--- config.mk ---
export PLATFORM = sky130hd
export DESIGN_NAME = ils_level_setup
export DESIGN_NICKNAME = d
export VERILOG_FILES = /design/src/ils_pkg.sv /design/src/ils_level_setup.sv /design/src/ils_pair_reg.sv
export SDC_FILE = /design/constraint.sdc
export NUM_CORES = 1
export LEC_CHECK = 0
export ABC_CLOCK_PERIOD_IN_PS = 39000
export CAP_MARGIN = 40
export CORE_MARGIN = 2
export CORE_UTILIZATION = 60
export CTS_BUF_LIST = sky130_fd_sc_hd__clkbuf_16
export DETAILED_ROUTE_END_ITERATION = 10
export DONT_BUFFER_PORTS = 1
export GPL_ROUTABILITY_DRIVEN = 0
export PLACE_DENSITY = 0.79
export SLEW_MARGIN = 30
export SYNTH_ARGS = -nofsm -noshare
export SYNTH_HDL_FRONTEND = slang
export SYNTH_HIERARCHICAL = 1
export SYNTH_SLANG_ARGS = --single-unit
--- constraint.sdc ---
create_clock -name clk -period 39 [get_ports clk]
set_input_delay 3.9 -clock clk [delete_from_list [all_inputs] [get_ports clk]]
set_output_delay 3.9 -clock clk [all_outputs]
set_load 0.02 [all_outputs]
--- src/ils_pkg.sv ---
package ils_pkg;

    // ------------------------------------------------------------
    // register map
    // ------------------------------------------------------------
    localparam int REG_COUNT = 10;
    localparam int SRC_COUNT = 20;
    localparam logic [11:0] REG_BASE_ADDR = 12'h000;
    localparam logic [11:0] REG_STRIDE = 12'h004;
    localparam logic [11:0] REG_LAST_ADDR = 12'h024;

    // ------------------------------------------------------------
    // field layout inside each level setup word
    // ------------------------------------------------------------
    localparam int LEVEL_W = 3;
    localparam int FIELD_HI_LSB = 8;
    localparam int FIELD_LO_LSB = 0;
    localparam logic [LEVEL_W-1:0] LEVEL_RESET = 3'h0;
    localparam logic [15:0] RESERVED_READ = 16'h0000;
    localparam logic [31:0] UNMAPPED_READ = 32'h0000_0000;

    // ------------------------------------------------------------
    // source order: low field of word x is source 2x, high is 2x+1
    // ------------------------------------------------------------
    localparam int SRC_SUPPLY_DETECTOR = 0;
    localparam int SRC_PORT_IRQ = 1;
    localparam int SRC_POWER_GEN = 2;
    localparam int SRC_CLOCK_GEN = 3;
    localparam int SRC_RTC_IRQ = 4;
    localparam int SRC_TIMER0_IRQ = 5;
    localparam int SRC_UART0_IRQ = 6;
    localparam int SRC_TIMER1_IRQ = 7;
    localparam int SRC_SYNC_SERIAL0 = 8;
    localparam int SRC_I2C_IRQ = 9;
    localparam int SRC_PWM_TIMER0 = 10;
    localparam int SRC_PWM_TIMER1 = 11;
    localparam int SRC_UART1_IRQ = 12;
    localparam int SRC_TIMER2_IRQ = 13;
    localparam int SRC_SOUND_GEN = 14;
    localparam int SRC_LCD_DRIVER = 15;
    localparam int SRC_RF_CONV0 = 16;
    localparam int SRC_RF_CONV1 = 17;
    localparam int SRC_RF_CONV2 = 18;
    localparam int SRC_RF_CONV3 = 19;

    // ------------------------------------------------------------
    // vector numbering: base plus source index, base value is arbitrary
    // ------------------------------------------------------------
    localparam logic [4:0] VECTOR_BASE = 5'h04;

    // ------------------------------------------------------------
    // request presentation state
    // ------------------------------------------------------------
    typedef enum logic [1:0] {
        ILS_IDLE = 2'b00,
        ILS_PRESENT = 2'b01,
        ILS_TAKEN = 2'b11
    } ils_state_t;

endpackage : ils_pkg

--- src/ils_level_setup.sv ---
// Functional notes
// - word 0: port high, supply detector low
// - word 1: clock gen high, power gen low
// - word 2: timer0 high, rtc low
// - word 3: timer1 high, uart0 low
// - word 4: i2c high, sync serial0 low
// - word 5: pwm timer1 high, pwm timer0 low
// - word 6: timer2 high, uart1 low
// - word 7: lcd high, sound gen low
// - word 8: rf conv1 high, rf conv0 low
// - word 9: rf conv3 high, rf conv2 low
// - bits 15-11 and 7-3 read zero
// - level 0 lowest, 7 highest
// - level 0 source never forwarded
// - highest level wins, ties to lowest vector
// - higher arrival replaces presented unaccepted request
//
// Register access over APB and the register offsets were decided locally.
module ils_level_setup
(
    // clock and reset
    input wire logic clk,
    input wire logic reset,
    // apb slave
    input wire logic psel,
    input wire logic penable,
    input wire logic pwrite,
    input wire logic [11:0] paddr,
    input wire logic [31:0] pwdata,
    input wire logic [3:0] pstrb,
    output logic [31:0] prdata,
    output logic pready,
    output logic pslverr,
    // peripheral requests, one level per source (flag and enable)
    input wire logic [ils_pkg::SRC_COUNT-1:0] srcRequest,
    // cpu side
    input wire logic cpuAccept,
    output logic irqReq,
    output logic [ils_pkg::LEVEL_W-1:0] irqLevel,
    output logic [4:0] irqVector
);

    // ------------------------------------------------------------
    // apb decode
    // ------------------------------------------------------------
    logic accessStart;
    logic accessDone;
    logic addrAligned;
    logic addrInRange;
    logic addrMapped;
    logic [3:0] regIndex;
    logic writeCommit;
    logic [31:0] readWord;

    logic pready_reg;
    logic pslverr_reg;
    logic [31:0] prdata_reg;
    logic pready_next;
    logic pslverr_next;
    logic [31:0] prdata_next;

    // one wait state: the answer comes from flops, so pready is registered
    assign accessStart = psel && penable && !pready_reg;
    assign accessDone = psel && penable && pready_reg;
    assign addrAligned = (paddr[1:0] == 2'b00);
    assign addrInRange = (paddr >= ils_pkg::REG_BASE_ADDR) && (paddr <= ils_pkg::REG_LAST_ADDR);
    assign addrMapped = addrAligned && addrInRange;
    assign regIndex = 4'((paddr - ils_pkg::REG_BASE_ADDR) >> 2);
    assign writeCommit = accessDone && pwrite && addrMapped;

    // ------------------------------------------------------------
    // level setup words
    // ------------------------------------------------------------
    logic [ils_pkg::LEVEL_W-1:0] levelOf [ils_pkg::SRC_COUNT];
    logic [15:0] regValue [ils_pkg::REG_COUNT];
    // one select per word, shared by the write enables and the read chain
    logic [ils_pkg::REG_COUNT-1:0] wordSelect;
    logic [15:0] readChain [ils_pkg::REG_COUNT+1];

    assign readChain[0] = ils_pkg::RESERVED_READ;

    genvar g;
    generate
        for (g = 0; g < ils_pkg::REG_COUNT; g++)
        begin : gen_word
            logic hit;
            logic loEn;
            logic hiEn;
            assign wordSelect[g] = addrMapped && (regIndex == 4'(g));
            assign hit = writeCommit && wordSelect[g];
            // only the selected word reaches the read path
            assign readChain[g+1] = readChain[g] | (wordSelect[g] ? regValue[g] : ils_pkg::RESERVED_READ);
            assign loEn = hit && pstrb[0];
            assign hiEn = hit && pstrb[1];
            ils_pair_reg u_word
            (
                .clk(clk),
                .reset(reset),
                .writeLoEn(loEn),
                .writeHiEn(hiEn),
                .writeData(pwdata[15:0]),
                .levelLo(levelOf[2*g]),
                .levelHi(levelOf[2*g+1]),
                .regValue(regValue[g])
            );
        end
    endgenerate

    // ------------------------------------------------------------
    // read path
    // ------------------------------------------------------------
    // upper half and reserved bits read zero
    // or-chain rather than an indexed read: an index past the last word never touches the array
    assign readWord = addrMapped ? {16'h0000, readChain[ils_pkg::REG_COUNT]} : ils_pkg::UNMAPPED_READ;

    // one wait state for every access, mapped or not
    assign pready_next = accessStart;
    // a refused access stores nothing and says so
    assign pslverr_next = accessStart && !addrMapped;
    // read data is caught on the first access edge and then held
    assign prdata_next = (accessStart && !pwrite) ? readWord : prdata_reg;

    always_ff @(posedge clk)
    begin
        if (reset)
            pready_reg <= 1'b0;
        else
            pready_reg <= pready_next;
    end

    always_ff @(posedge clk)
    begin
        if (reset)
            pslverr_reg <= 1'b0;
        else
            pslverr_reg <= pslverr_next;
    end

    always_ff @(posedge clk)
    begin
        if (reset)
            prdata_reg <= 32'h0000_0000;
        else
            prdata_reg <= prdata_next;
    end

    assign pready = pready_reg;
    assign pslverr = pslverr_reg;
    assign prdata = prdata_reg;

    // ------------------------------------------------------------
    // arbitration
    // ------------------------------------------------------------
    logic bestValid;
    logic [ils_pkg::LEVEL_W-1:0] bestLevel;
    logic [4:0] bestIndex;
    logic [4:0] bestVector;

    // ------------------------------------------------------------
    // source eligibility
    // ------------------------------------------------------------
    // level 0 keeps a source out of the race entirely
    logic [ils_pkg::SRC_COUNT-1:0] srcEligible;

    genvar e;
    generate
        for (e = 0; e < ils_pkg::SRC_COUNT; e++)
        begin : gen_eligible
            assign srcEligible[e] = srcRequest[e] && (levelOf[e] != 3'h0);
        end
    endgenerate

    // chain walked from source 0 upward; a source takes over
    // only on a strictly higher level, so a tie keeps the lower vector
    logic [ils_pkg::SRC_COUNT:0] chainValid;
    logic [ils_pkg::LEVEL_W-1:0] chainLevel [ils_pkg::SRC_COUNT+1];
    logic [4:0] chainIndex [ils_pkg::SRC_COUNT+1];
    logic [ils_pkg::SRC_COUNT-1:0] srcTakesOver;

    assign chainValid[0] = 1'b0;
    assign chainLevel[0] = 3'h0;
    assign chainIndex[0] = 5'h00;

    genvar s;
    generate
        for (s = 0; s < ils_pkg::SRC_COUNT; s++)
        begin : gen_chain
            assign srcTakesOver[s] = srcEligible[s] && (levelOf[s] > chainLevel[s]);
            assign chainValid[s+1] = chainValid[s] || srcTakesOver[s];
            assign chainLevel[s+1] = srcTakesOver[s] ? levelOf[s] : chainLevel[s];
            assign chainIndex[s+1] = srcTakesOver[s] ? 5'(s) : chainIndex[s];
        end
    endgenerate

    assign bestValid = chainValid[ils_pkg::SRC_COUNT];
    assign bestLevel = chainLevel[ils_pkg::SRC_COUNT];
    assign bestIndex = chainIndex[ils_pkg::SRC_COUNT];

    // vectors rise with the source index, so the lowest index is the lowest vector
    assign bestVector = 5'(ils_pkg::VECTOR_BASE + bestIndex);

    // ------------------------------------------------------------
    // presentation to the cpu
    // ------------------------------------------------------------
    ils_pkg::ils_state_t state_reg;
    ils_pkg::ils_state_t state_next;
    logic irqReq_reg;
    logic irqReq_next;
    logic [ils_pkg::LEVEL_W-1:0] irqLevel_reg;
    logic [ils_pkg::LEVEL_W-1:0] irqLevel_next;
    logic [4:0] irqVector_reg;
    logic [4:0] irqVector_next;

    // taken state gives the peripheral one cycle to drop its request, so
    // the same source is not shown twice for a single acceptance
    always_comb
    begin
        state_next = state_reg;
        irqReq_next = 1'b0;
        irqLevel_next = ils_pkg::LEVEL_RESET;
        irqVector_next = 5'h00;
        case (state_reg)
            ils_pkg::ILS_IDLE:
            begin
                if (bestValid)
                begin
                    state_next = ils_pkg::ILS_PRESENT;
                    irqReq_next = 1'b1;
                    irqLevel_next = bestLevel;
                    irqVector_next = bestVector;
                end
            end
            ils_pkg::ILS_PRESENT:
            begin
                if (cpuAccept)
                begin
                    state_next = ils_pkg::ILS_TAKEN;
                end
                // winner refreshed every cycle until accepted
                else if (bestValid)
                begin
                    irqReq_next = 1'b1;
                    irqLevel_next = bestLevel;
                    irqVector_next = bestVector;
                end
                else
                begin
                    state_next = ils_pkg::ILS_IDLE;
                end
            end
            ils_pkg::ILS_TAKEN:
            begin
                state_next = ils_pkg::ILS_IDLE;
            end
            default:
            begin
                state_next = ils_pkg::ILS_IDLE;
            end
        endcase
    end

    // limitation: a level rewritten while its source requests acts at once
    // and may swap the presented vector; quiet the source before a change
    always_ff @(posedge clk)
    begin
        if (reset)
            state_reg <= ils_pkg::ILS_IDLE;
        else
            state_reg <= state_next;
    end

    always_ff @(posedge clk)
    begin
        if (reset)
            irqReq_reg <= 1'b0;
        else
            irqReq_reg <= irqReq_next;
    end

    always_ff @(posedge clk)
    begin
        if (reset)
            irqLevel_reg <= ils_pkg::LEVEL_RESET;
        else
            irqLevel_reg <= irqLevel_next;
    end

    always_ff @(posedge clk)
    begin
        if (reset)
            irqVector_reg <= 5'h00;
        else
            irqVector_reg <= irqVector_next;
    end

    assign irqReq = irqReq_reg;
    assign irqLevel = irqLevel_reg;
    assign irqVector = irqVector_reg;

endmodule : ils_level_setup

--- src/ils_pair_reg.sv ---
// one level setup word: two 3-bit level fields, reserved bits read zero
module ils_pair_reg
(
    // clock and reset
    input wire logic clk,
    input wire logic reset,
    // write side, one enable per byte lane
    input wire logic writeLoEn,
    input wire logic writeHiEn,
    input wire logic [15:0] writeData,
    // stored levels
    output logic [ils_pkg::LEVEL_W-1:0] levelLo,
    output logic [ils_pkg::LEVEL_W-1:0] levelHi,
    output logic [15:0] regValue
);

    logic [ils_pkg::LEVEL_W-1:0] levelLo_reg;
    logic [ils_pkg::LEVEL_W-1:0] levelHi_reg;
    logic [ils_pkg::LEVEL_W-1:0] levelLo_next;
    logic [ils_pkg::LEVEL_W-1:0] levelHi_next;

    // only the field bits are taken; reserved bits are dropped here
    assign levelLo_next = writeLoEn ? writeData[ils_pkg::FIELD_LO_LSB +: ils_pkg::LEVEL_W] : levelLo_reg;
    assign levelHi_next = writeHiEn ? writeData[ils_pkg::FIELD_HI_LSB +: ils_pkg::LEVEL_W] : levelHi_reg;

    always_ff @(posedge clk)
    begin
        if (reset)
        begin
            levelLo_reg <= ils_pkg::LEVEL_RESET;
            levelHi_reg <= ils_pkg::LEVEL_RESET;
        end
        else
        begin
            levelLo_reg <= levelLo_next;
            levelHi_reg <= levelHi_next;
        end
    end

    assign levelLo = levelLo_reg;
    assign levelHi = levelHi_reg;

    always_comb
    begin
        regValue = ils_pkg::RESERVED_READ;
        regValue[ils_pkg::FIELD_LO_LSB +: ils_pkg::LEVEL_W] = levelLo_reg;
        regValue[ils_pkg::FIELD_HI_LSB +: ils_pkg::LEVEL_W] = levelHi_reg;
    end

endmodule : ils_pair_reg

# Yosys cells after proc, flatten, opt, wreduce, memory -nomap -nowiden
# Index checks and enable logic that the tools add are counted.
# op_classes
magnitude_cmp	22
muxes	63
add_sub_neg	1
n_bitwise	9
reduce_logical	135
eq_ne	12
# ops
operator	count
11-bit two-way mux	11
11-bit bitwise OR	9
1-bit logical AND	89
3-bit two-way mux	26
3-bit nonzero test	20
3-bit greater-than comparator	19
4-bit two-way mux	8
5-bit two-way mux	6
1-bit logical OR	19
4-bit by 3-bit == test with 1-bit output (second input constant)	4
12-bit by 1-bit greater-or-equal comparator with 1-bit output (second input constant)	1
12-bit by 6-bit less-or-equal comparator with 1-bit output (second input constant)	1
2-bit two-way mux	5
5-bit one-hot mux with 2 select lines	1
4-bit by 2-bit == test with 1-bit output (second input constant)	2
4-bit == test (second input constant)	2
3-bit one-hot mux with 2 select lines	1
3-bit by 5-bit adder with 5-bit output (first input constant)	1
4-bit by 1-bit == test with 1-bit output (second input constant)	1
2-bit logical NOT	2
4-bit logical NOT	1
2-bit one-hot mux with 2 select lines	1
3-bit by 1-bit greater-than comparator with 1-bit output (second input constant)	1
1-bit logical NOT	3
6 further kinds	8
# totals
out_inout_bits	43
word_cells	269
ff_bits	105

# Longest topological paths before layout
# Gate-level depths: netlist (run 1).
# logic_depth
ltp_word	65
mapped_depth	154
mapped_depth_nobuf	152

# Modules after synthesis
# The synthesis (run 1) kept the hierarchy.
# by_module_without_submodules
module	cells_per_inst	instances	area_per_inst_um2
ils_level_setup	800	1	5705.5
ils_pair_reg	35	10	326.6

# Worst setup path after synthesis (run 1)
# Ideal clock, no wire load.
# synth_timing
path_kind	input-to-reg
start	input port srcRequest[0] (netlist name)
end	register irqVector_reg[4], in the netlist irqVector[4]
path_buffers	1
t_arrival_ns	28.850
slack_ns	10.036
cell_stages	146
setup_ns	0.115
required_time_ns	38.885
cell_sequence	nand2_1 -> ha_1 -> and3b_1 -> o211a_1 -> buf_4 -> nand2_1 -> a21oi_1 -> inv_1 -> ha_1 -> nor2_1 -> a21bo_2 -> o22ai_1 -> o22ai_1 -> and2_1 -> a311o_1 -> o211ai_1 -> ha_1 -> nor3b_1 -> [110 not listed] -> a221oi_1 -> a21oi_1 -> ha_1 -> nor2b_1 -> o21ai_0 -> a21oi_1 -> inv_1 -> a21o_1 -> ha_1 -> nor2b_1 -> o21a_1 -> o21ai_1 -> nand2_1 -> nor3_2 -> o21a_1 -> ha_1 -> nor2_1 -> o21a_1
# synth_between
elab_chain_len	64
elab_cells_between_ends	101
classes_between	add/sub (1); order compare (19); mux (41); reduce/logical (40)
# synth_lines
item	line_no	source
start: declaration	ils_level_setup.sv:35	input wire logic [ils_pkg::SRC_COUNT-1:0] srcRequest,
1-bit logical AND *	ils_level_setup.sv:169	assign srcEligible[e] = srcRequest[e] && (levelOf[e] != 3'h0);
1-bit logical AND *	ils_level_setup.sv:188	assign srcTakesOver[s] = srcEligible[s] && (levelOf[s] > chainLevel[s]);
3-bit two-way mux	ils_level_setup.sv:190	assign chainLevel[s+1] = srcTakesOver[s] ? levelOf[s] : chainLevel[s];
3-bit greater-than comparator	ils_level_setup.sv:188	
1-bit logical AND	ils_level_setup.sv:188	
3-bit two-way mux	ils_level_setup.sv:190	
3-bit greater-than comparator	ils_level_setup.sv:188	
1-bit logical AND	ils_level_setup.sv:188	
[48 not listed]	-	
3-bit two-way mux	ils_level_setup.sv:190	
3-bit greater-than comparator	ils_level_setup.sv:188	
1-bit logical AND	ils_level_setup.sv:188	
5-bit two-way mux	ils_level_setup.sv:191	assign chainIndex[s+1] = srcTakesOver[s] ? 5'(s) : chainIndex[s];
3-bit by 5-bit adder with 5-bit output	ils_level_setup.sv:200	assign bestVector = 5'(ils_pkg::VECTOR_BASE + bestIndex);
5-bit two-way mux *	ils_level_setup.sv:225, ils_level_setup.sv:240	
5-bit two-way mux	ils_level_setup.sv:235	if (cpuAccept)
5-bit one-hot mux with 2 select lines *	ils_level_setup.sv:222	case (state_reg)
end signal: assignment	ils_level_setup.sv:293	irqVector_reg <= irqVector_next;
end: declaration	ils_level_setup.sv:211	logic [4:0] irqVector_reg;
# Mark *: on every way between the ends. The rest lies on a longest branch, timed or not.
# A chain may end at the register's enable or synchronous reset.

# Worst setup path in the final report (run 1)
# Same ends and word-level chain as after synthesis.

==> flow_summary.yaml, run 1 <==
setup_path:
  end_kind: "flip-flop"
  critPathLaunchType: "input pin"
  cp_slowest_cell: "a21boi_0"
  crit_type: "in2reg"
  arrival_ns: 33.42
  cpPeakStageDelay_ns: 0.54
  worst_ep_required_time_ns: 39.29
  cp_max_fo: 12
detailed_routing:
  drt.antenna.violating_nets: 0
  first_pass_iters: 9
  drtIter0Drc: 744
  routed_wl_um: 22000
  drc: 2
  vias: 7767
  wl_per_cell_um: 17.5
  vias_per_cell: 6.20
clock_tree:
  clkSinkCount: 89
  clock_latency_ns: 0.35
  cts_hold_buffers: 0
  cts_tree: "yes"
  root_buffer: "clkbuf_16"
  cts.repair.resized: 0
  cts_setup_buffers: 0
  cts_inserted_buffers: 9
  htree_levels: 3
  ctsLongestPathBuffers: 2
  clk_pin_slew_worst_paths_ns: 0.06
cells_and_area:
  design_area_um2: 8480
  layout.cells.non_filler: 1252
  layout-drive-gt1-share_pct: 7.68
  final_util_pct: 58.1
  n_antenna_cell: 0
  layout.nets: 1164
  area_growth_pct: -5.50
timing:
  period_needed_ns: 33.13
  slew_headroom_pct: 44.3
  fin_worst_skew_ns: 0.00955
  worst_pin_slew_ns: 0.828
  fmax_mhz: 30.2
  maxSlewViolCount: 0
  rsz0062_at_grt: "false"
  hold_viol_final: 0
  setup_tns_ns: 0
  setup_viol: 0
  post-route-period-util_pct: 85.0
floorplanning:
  die_area_um2: 15900
  num_io_pins: 117
  fp-row-count: 44
  core_area_um2: 14600
  die_y_um: 126
  die_w_um: 126
  start_util_pct: 61.5
run:
  drv_cap: 0
logic_synthesis:
  syn_area_um2: 8970
  synthDistinctLibCells: 88
  async_flop_share_pct: 0
  synth_cells: 1150
  ys_warn_count: 6
  syn_avg_cell_area_um2: 7.80
  ys.flop_type: "dfxtp_1"
  synth-seq-area-share_pct: 19.9
  synth-edff-count: 0
  synth-seq-cells: 89
placement:
  dp_hpwl_um: 16200
  place_inst: 1237
  port-buffer-count: 0
  post_dp_cell_area_um2: 8180
power:
  leakage_uw: 0.00322
  ir_worst_vdd_uv: 16.7
  p_per_area_nw_per_um2: 22.7
grt:
  grt_overflow: 0
  grt_usage_pct: 27.2
  grt_pass1_vias: 7098
  grt_start_max_net_pins: 80
  busiest_layer: "met2"
  antenna_found_initial: 0
  grt_pass1_wl_um: 35800
  grtUsageMet1_pct: 37.1
  grt_util_met2_pct: 44.5
  grt_use_met3_pct: 4.12
run_status:
  violations: "design-rule violations"
  status: "complete, but fails checks"
worst_hold_path:
  hp-class: "reg2reg"
## power breakdown
part	leakage [uW]	internal, uW	switching, uW	total (uW)
registers	0.000718	91.7	1.64	93.4
logic	0.00235	4.98	6.28	11.3
clock network	0.000147	49.8	38.1	87.8
total	0.00322	146	46.0	192
## layout make-up
type                            count  area (um^2)
Clock inverter                      6         68.8
Clock buffer                        9          225
Tap cell                          184          230
Fill cell                        1340         6110
Timing Repair Buffer                4         30.0
Sequential cell                    89         1780
Multi-Input combinational cell    909         5950
Inverter                           51          191
## worst paths after layout
path	startpoint	end	slack, ns	depth (start not counted)
max reg2reg	gen_word[0].u_word/levelLo[2]	irqVector[4]	8.98	148
min	state_reg[1]	state_reg[1]	0.43	1
max	srcRequest[0]	irqVector[4]	5.87	148
min reg2reg	state_reg[1]	state_reg[1]	0.43	1
## placed cells by master (no fill, tap or decap), types with 5 or more instances in the layout
cell type and n:
a211o_1 5, a211oi_1 8, a21boi_0 5, a21o_1 10
a21oi_1 31, a221o_1 17, a221oi_1 18, a22oi_1 7
a31oi_1 8, and2_1 23, and3_1 10, clkbuf_16 9
conb_1 116, dfxtp_1 89, ha_1 26, inv_1 51
mux2i_1 76, mux4_2 16, nand2_1 94, nand2b_1 7
nand3_1 22, nand4_1 8, nor2_1 140, nor2b_1 6
nor3_1 36, nor3b_1 5, nor4_1 7, o2111ai_1 10
o211a_1 6, o211ai_1 8, o21a_1 13, o21ai_0 60
o21ai_1 6, o31ai_1 7, or2_2 6, or3_1 7
## worst max-delay path: cells and delay by family
| kind | cells | cell delay, ns |
|---|---|---|
| buffers and inverters | 6 | 0.58 |
| AO/OA/AOI/OAI | 73 | 16.05 |
| AND/OR/NAND/NOR | 48 | 7.19 |
| adder cells (fa/ha/maj) | 21 | 5.65 |
## synthesized netlist by cell type (all sizes together) (3+ instances only)
library cell	count	area (um^2)
o221ai	3	26.3
buf	186	1380
nand3b	3	22.5
dfxtp	89	1780
a31o	3	26.3
nand2b	7	43.8
nor2b	6	37.5
and3	10	62.6
o311ai	4	42.6
a21bo	3	30.0
inv	51	191
ha	26	325
clkbuf	20	75.1
o31ai	8	73.8
nor2	142	533
a21oi	33	180
a221o	17	170
conb	11	41.3
o2111ai	10	87.6
a211oi	11	105
a31oi	9	71.3
a21boi	6	48.8
nor4	10	81.3
nor3b	6	50.1
a21o	11	83.8
o21a	13	97.6
o211ai	8	60.1
nand4	8	50.1
a311oi	3	32.5
mux2i	76	761
nand2	94	353
o21ai	69	364
a221oi	22	218
a211o	5	43.8
or2	8	50.1
nand3	23	120
and2	24	153
o22ai	4	25.0
o211a	6	60.1
a22oi	7	52.6
nor3	41	233
a2bb2oi	3	26.3
or3	7	43.8
maj3	4	41.3
mux4	16	360
## per-stage QoR
stage	total power (uW)	worst slack, ns	hold slack (ns)
finish	192	5.87	0.431
global route	198	2.96	0.453
CTS	192	6.29	0.431
detailed placement	106	6.19	0.420
global placement	106	6.72	0.415
floorplan	115	10.04	0.406
## logic make-up after synthesis
group | after synthesis | share of synthesized area, %
compound gates | 272 | 23.3
fa+ha+maj | 30 | 4.09
buf+inv | 257 | 18.4
flops | 89 | 19.9
mux | 93 | 12.6
other cells | 11 | 0.460
simple gates | 398 | 21.3
## routing by layer
layer | vias up | part of all wire, %
met5 | - | 0
met4 | 0 | 2.2
met3 | 45 | 8.2
met2 | 368 | 45
met1 | 3642 | 45
li1 | 3712 | -
No activity file was read; power rests on OpenSTA's default activity.
==> run 2: changes to the inputs <==
--- a/config.mk
+++ b/config.mk
@@ -5,7 +5,7 @@
 export SDC_FILE = /design/constraint.sdc
 export NUM_CORES = 1
 export LEC_CHECK = 0
-export ABC_CLOCK_PERIOD_IN_PS = 39000
+export ABC_CLOCK_PERIOD_IN_PS = 30100
 export CAP_MARGIN = 40
 export CORE_MARGIN = 2
 export CORE_UTILIZATION = 60
@@ -13,7 +13,7 @@
 export DETAILED_ROUTE_END_ITERATION = 10
 export DONT_BUFFER_PORTS = 1
 export GPL_ROUTABILITY_DRIVEN = 0
-export PLACE_DENSITY = 0.79
+export PLACE_DENSITY = 0.82
 export SLEW_MARGIN = 30
 export SYNTH_ARGS = -nofsm -noshare
 export SYNTH_HDL_FRONTEND = slang
==> constraint.sdc (replaced) <==
create_clock -name clk -period 30.1 [get_ports clk]
set_input_delay 3.01 -clock clk [delete_from_list [all_inputs] [get_ports clk]]
set_output_delay 3.01 -clock clk [all_outputs]
set_load 0.02 [all_outputs]
==> run 2 against run 1 <==
The run now ends clean. Worst hold slack gained 0.014 ns. Sequential share of layout area decreased by 1.1 points. Count of clock-buffer cells in the layout stayed put. Largest power group unchanged. Combinational power is 29% higher. Critical path type unchanged. Clock power is 25% higher. Register-to-register slack worse by 5.1 ns. Total power increased by 28%.
==> flow_summary.yaml, run 2 (synthesis results as in run 1) <==
cells_and_area:
  layout.nets: 1198
  layout.cells.non_filler: 1286
  final_common_cell: "nor2_1"
  layout_common_cells: "132 x nor2_1, 116 x conb_1, 93 x nand2_1"
  layout-drive-gt1-share_pct: 13.8
  design_area_um2: 8930
  area_growth_pct: -0.446
  n_antenna_cell: 0
timing:
  slew_headroom_pct: 51.0
  maxSlewViolCount: 0
  fin_worst_skew_ns: 0.00996
  setup_viol: 0
  fmax_mhz: 35.2
  worst_pin_slew_ns: 0.733
  period_needed_ns: 28.41
  fin_ws_ns: 1.69
  hold_viol_final: 0
  post-route-period-util_pct: 94.4
grt:
  grt_overflow: 0
  grt_pass1_vias: 7159
  grt_start_max_net_pins: 80
  grt_pass1_wl_um: 35600
  antenna_found_initial: 0
  grt_usage_pct: 27.1
detailed_routing:
  wl_per_cell_um: 17.7
  routed_wl_um: 22700
  drt.antenna.violating_nets: 0
  vias: 7985
  drc: 0
  first_pass_iters: 5
  drtIter0Drc: 746
  vias_per_cell: 6.21
floorplanning:
  core_area_um2: 14600
  num_io_pins: 117
  fp-row-count: 44
  die_area_um2: 15900
  start_util_pct: 61.5
  die_w_um: 126
  die_y_um: 126
setup_path:
  cp_max_fo: 6
  crit_type: "in2reg"
  cp_slowest_cell: "ha_2"
  end_kind: "flip-flop"
  worst_ep_required_time_ns: 30.38
  arrival_ns: 28.69
  cpPeakStageDelay_ns: 0.36
  cp_common_cell: "ha_1"
  critPathLaunchType: "input pin"
placement:
  post_dp_cell_area_um2: 8360
  pre_cts_ws_ns: -0.0520
  place_inst: 1260
  port-buffer-count: 0
  dp_hpwl_um: 16300
clock_tree:
  ctsLongestPathBuffers: 2
  cts_inserted_buffers: 9
  cts_tree: "yes"
  clk_pin_slew_worst_paths_ns: 0.06
  clkSinkCount: 89
  clock_latency_ns: 0.34
  htree_levels: 3
  root_buffer: "clkbuf_16"
power:
  finalPower_uw: 246
  ir_worst_vdd_uv: 21.4
  p_per_area_nw_per_um2: 27.5
  leakage_uw: 0.00340
run_status:
  status: "complete, no violations"
worst_hold_path:
  hp-class: "reg2reg"
run:
  drv_cap: 0
run 2: changes by cell type in the layout (fill, tap and decap cells not counted), sizes merged:
cell,delta
clkinv,-1
clkinvlp,+1
buf,+34
run 2: metal layers:
metal  share of wire (%)  track usage [%]  wire (um)  vias up
li1                    -                -          -     3785
met1                  41             35.5       9340     3756
met2                  48             45.4      10800      392
met3                 9.2             5.48       2080       52
met4                 2.2             7.82        502        0
met5                   0                0          0        -
run 2: power by group:
group | total [uW] | switching (uW) | internal, uW
clock | 110 | 46.6 | 63.4
sequential | 121 | 2.15 | 119
combinational | 14.6 | 8.07 | 6.49
run 2: area by class of cell:
cell class                      instances  area [um^2]
Timing Repair Buffer                   38          285
Clock inverter                          6         58.8
Clock buffer                            9          225
Fill cell                            1259         5660
Sequential cell                        89         1780
Inverter                               51          191
Multi-Input combinational cell        909         6160
Tap cell                              184          230
run 2: final timing paths:
check | endpoint | cells past startpoint | slack (ns) | start
max | irqVector[4] | 153 | 1.69 | srcRequest[0]
min | state_reg[1] | 1 | 0.44 | state_reg[1]
max reg2reg | irqVector[4] | 153 | 3.88 | gen_word[0].u_word/levelLo[2]
min reg2reg | state_reg[1] | 1 | 0.44 | state_reg[1]
run 2: what timing repair did:
action / CTS / global route
resized for setup: 0 / 50
hold buffers: 0 / 0
setup buffers: 0 / 11
setup endpoints to repair: 0 / 10
run 2: critical path: cells and delay by family:
kind            cells  cell delay [ns]
compound gates     68            11.98
simple gates       57             7.19
fa+ha+maj          21             5.82
buf+inv             7             0.62
run 2: stage by stage:
| stage | TNS, ns | util (%) | hold slack (ns) |
|---|---|---|---|
| final | 0 | 61.2 | 0.445 |
| after global routing | -0.978 | 61.2 | 0.470 |
| after CTS | 0 | 59.2 | 0.450 |
| after detailed placement | -0.0847 | 57.3 | 0.444 |
| after global placement | 0 | 57.2 | 0.414 |
| after floorplan | 0 | - | 0.406 |
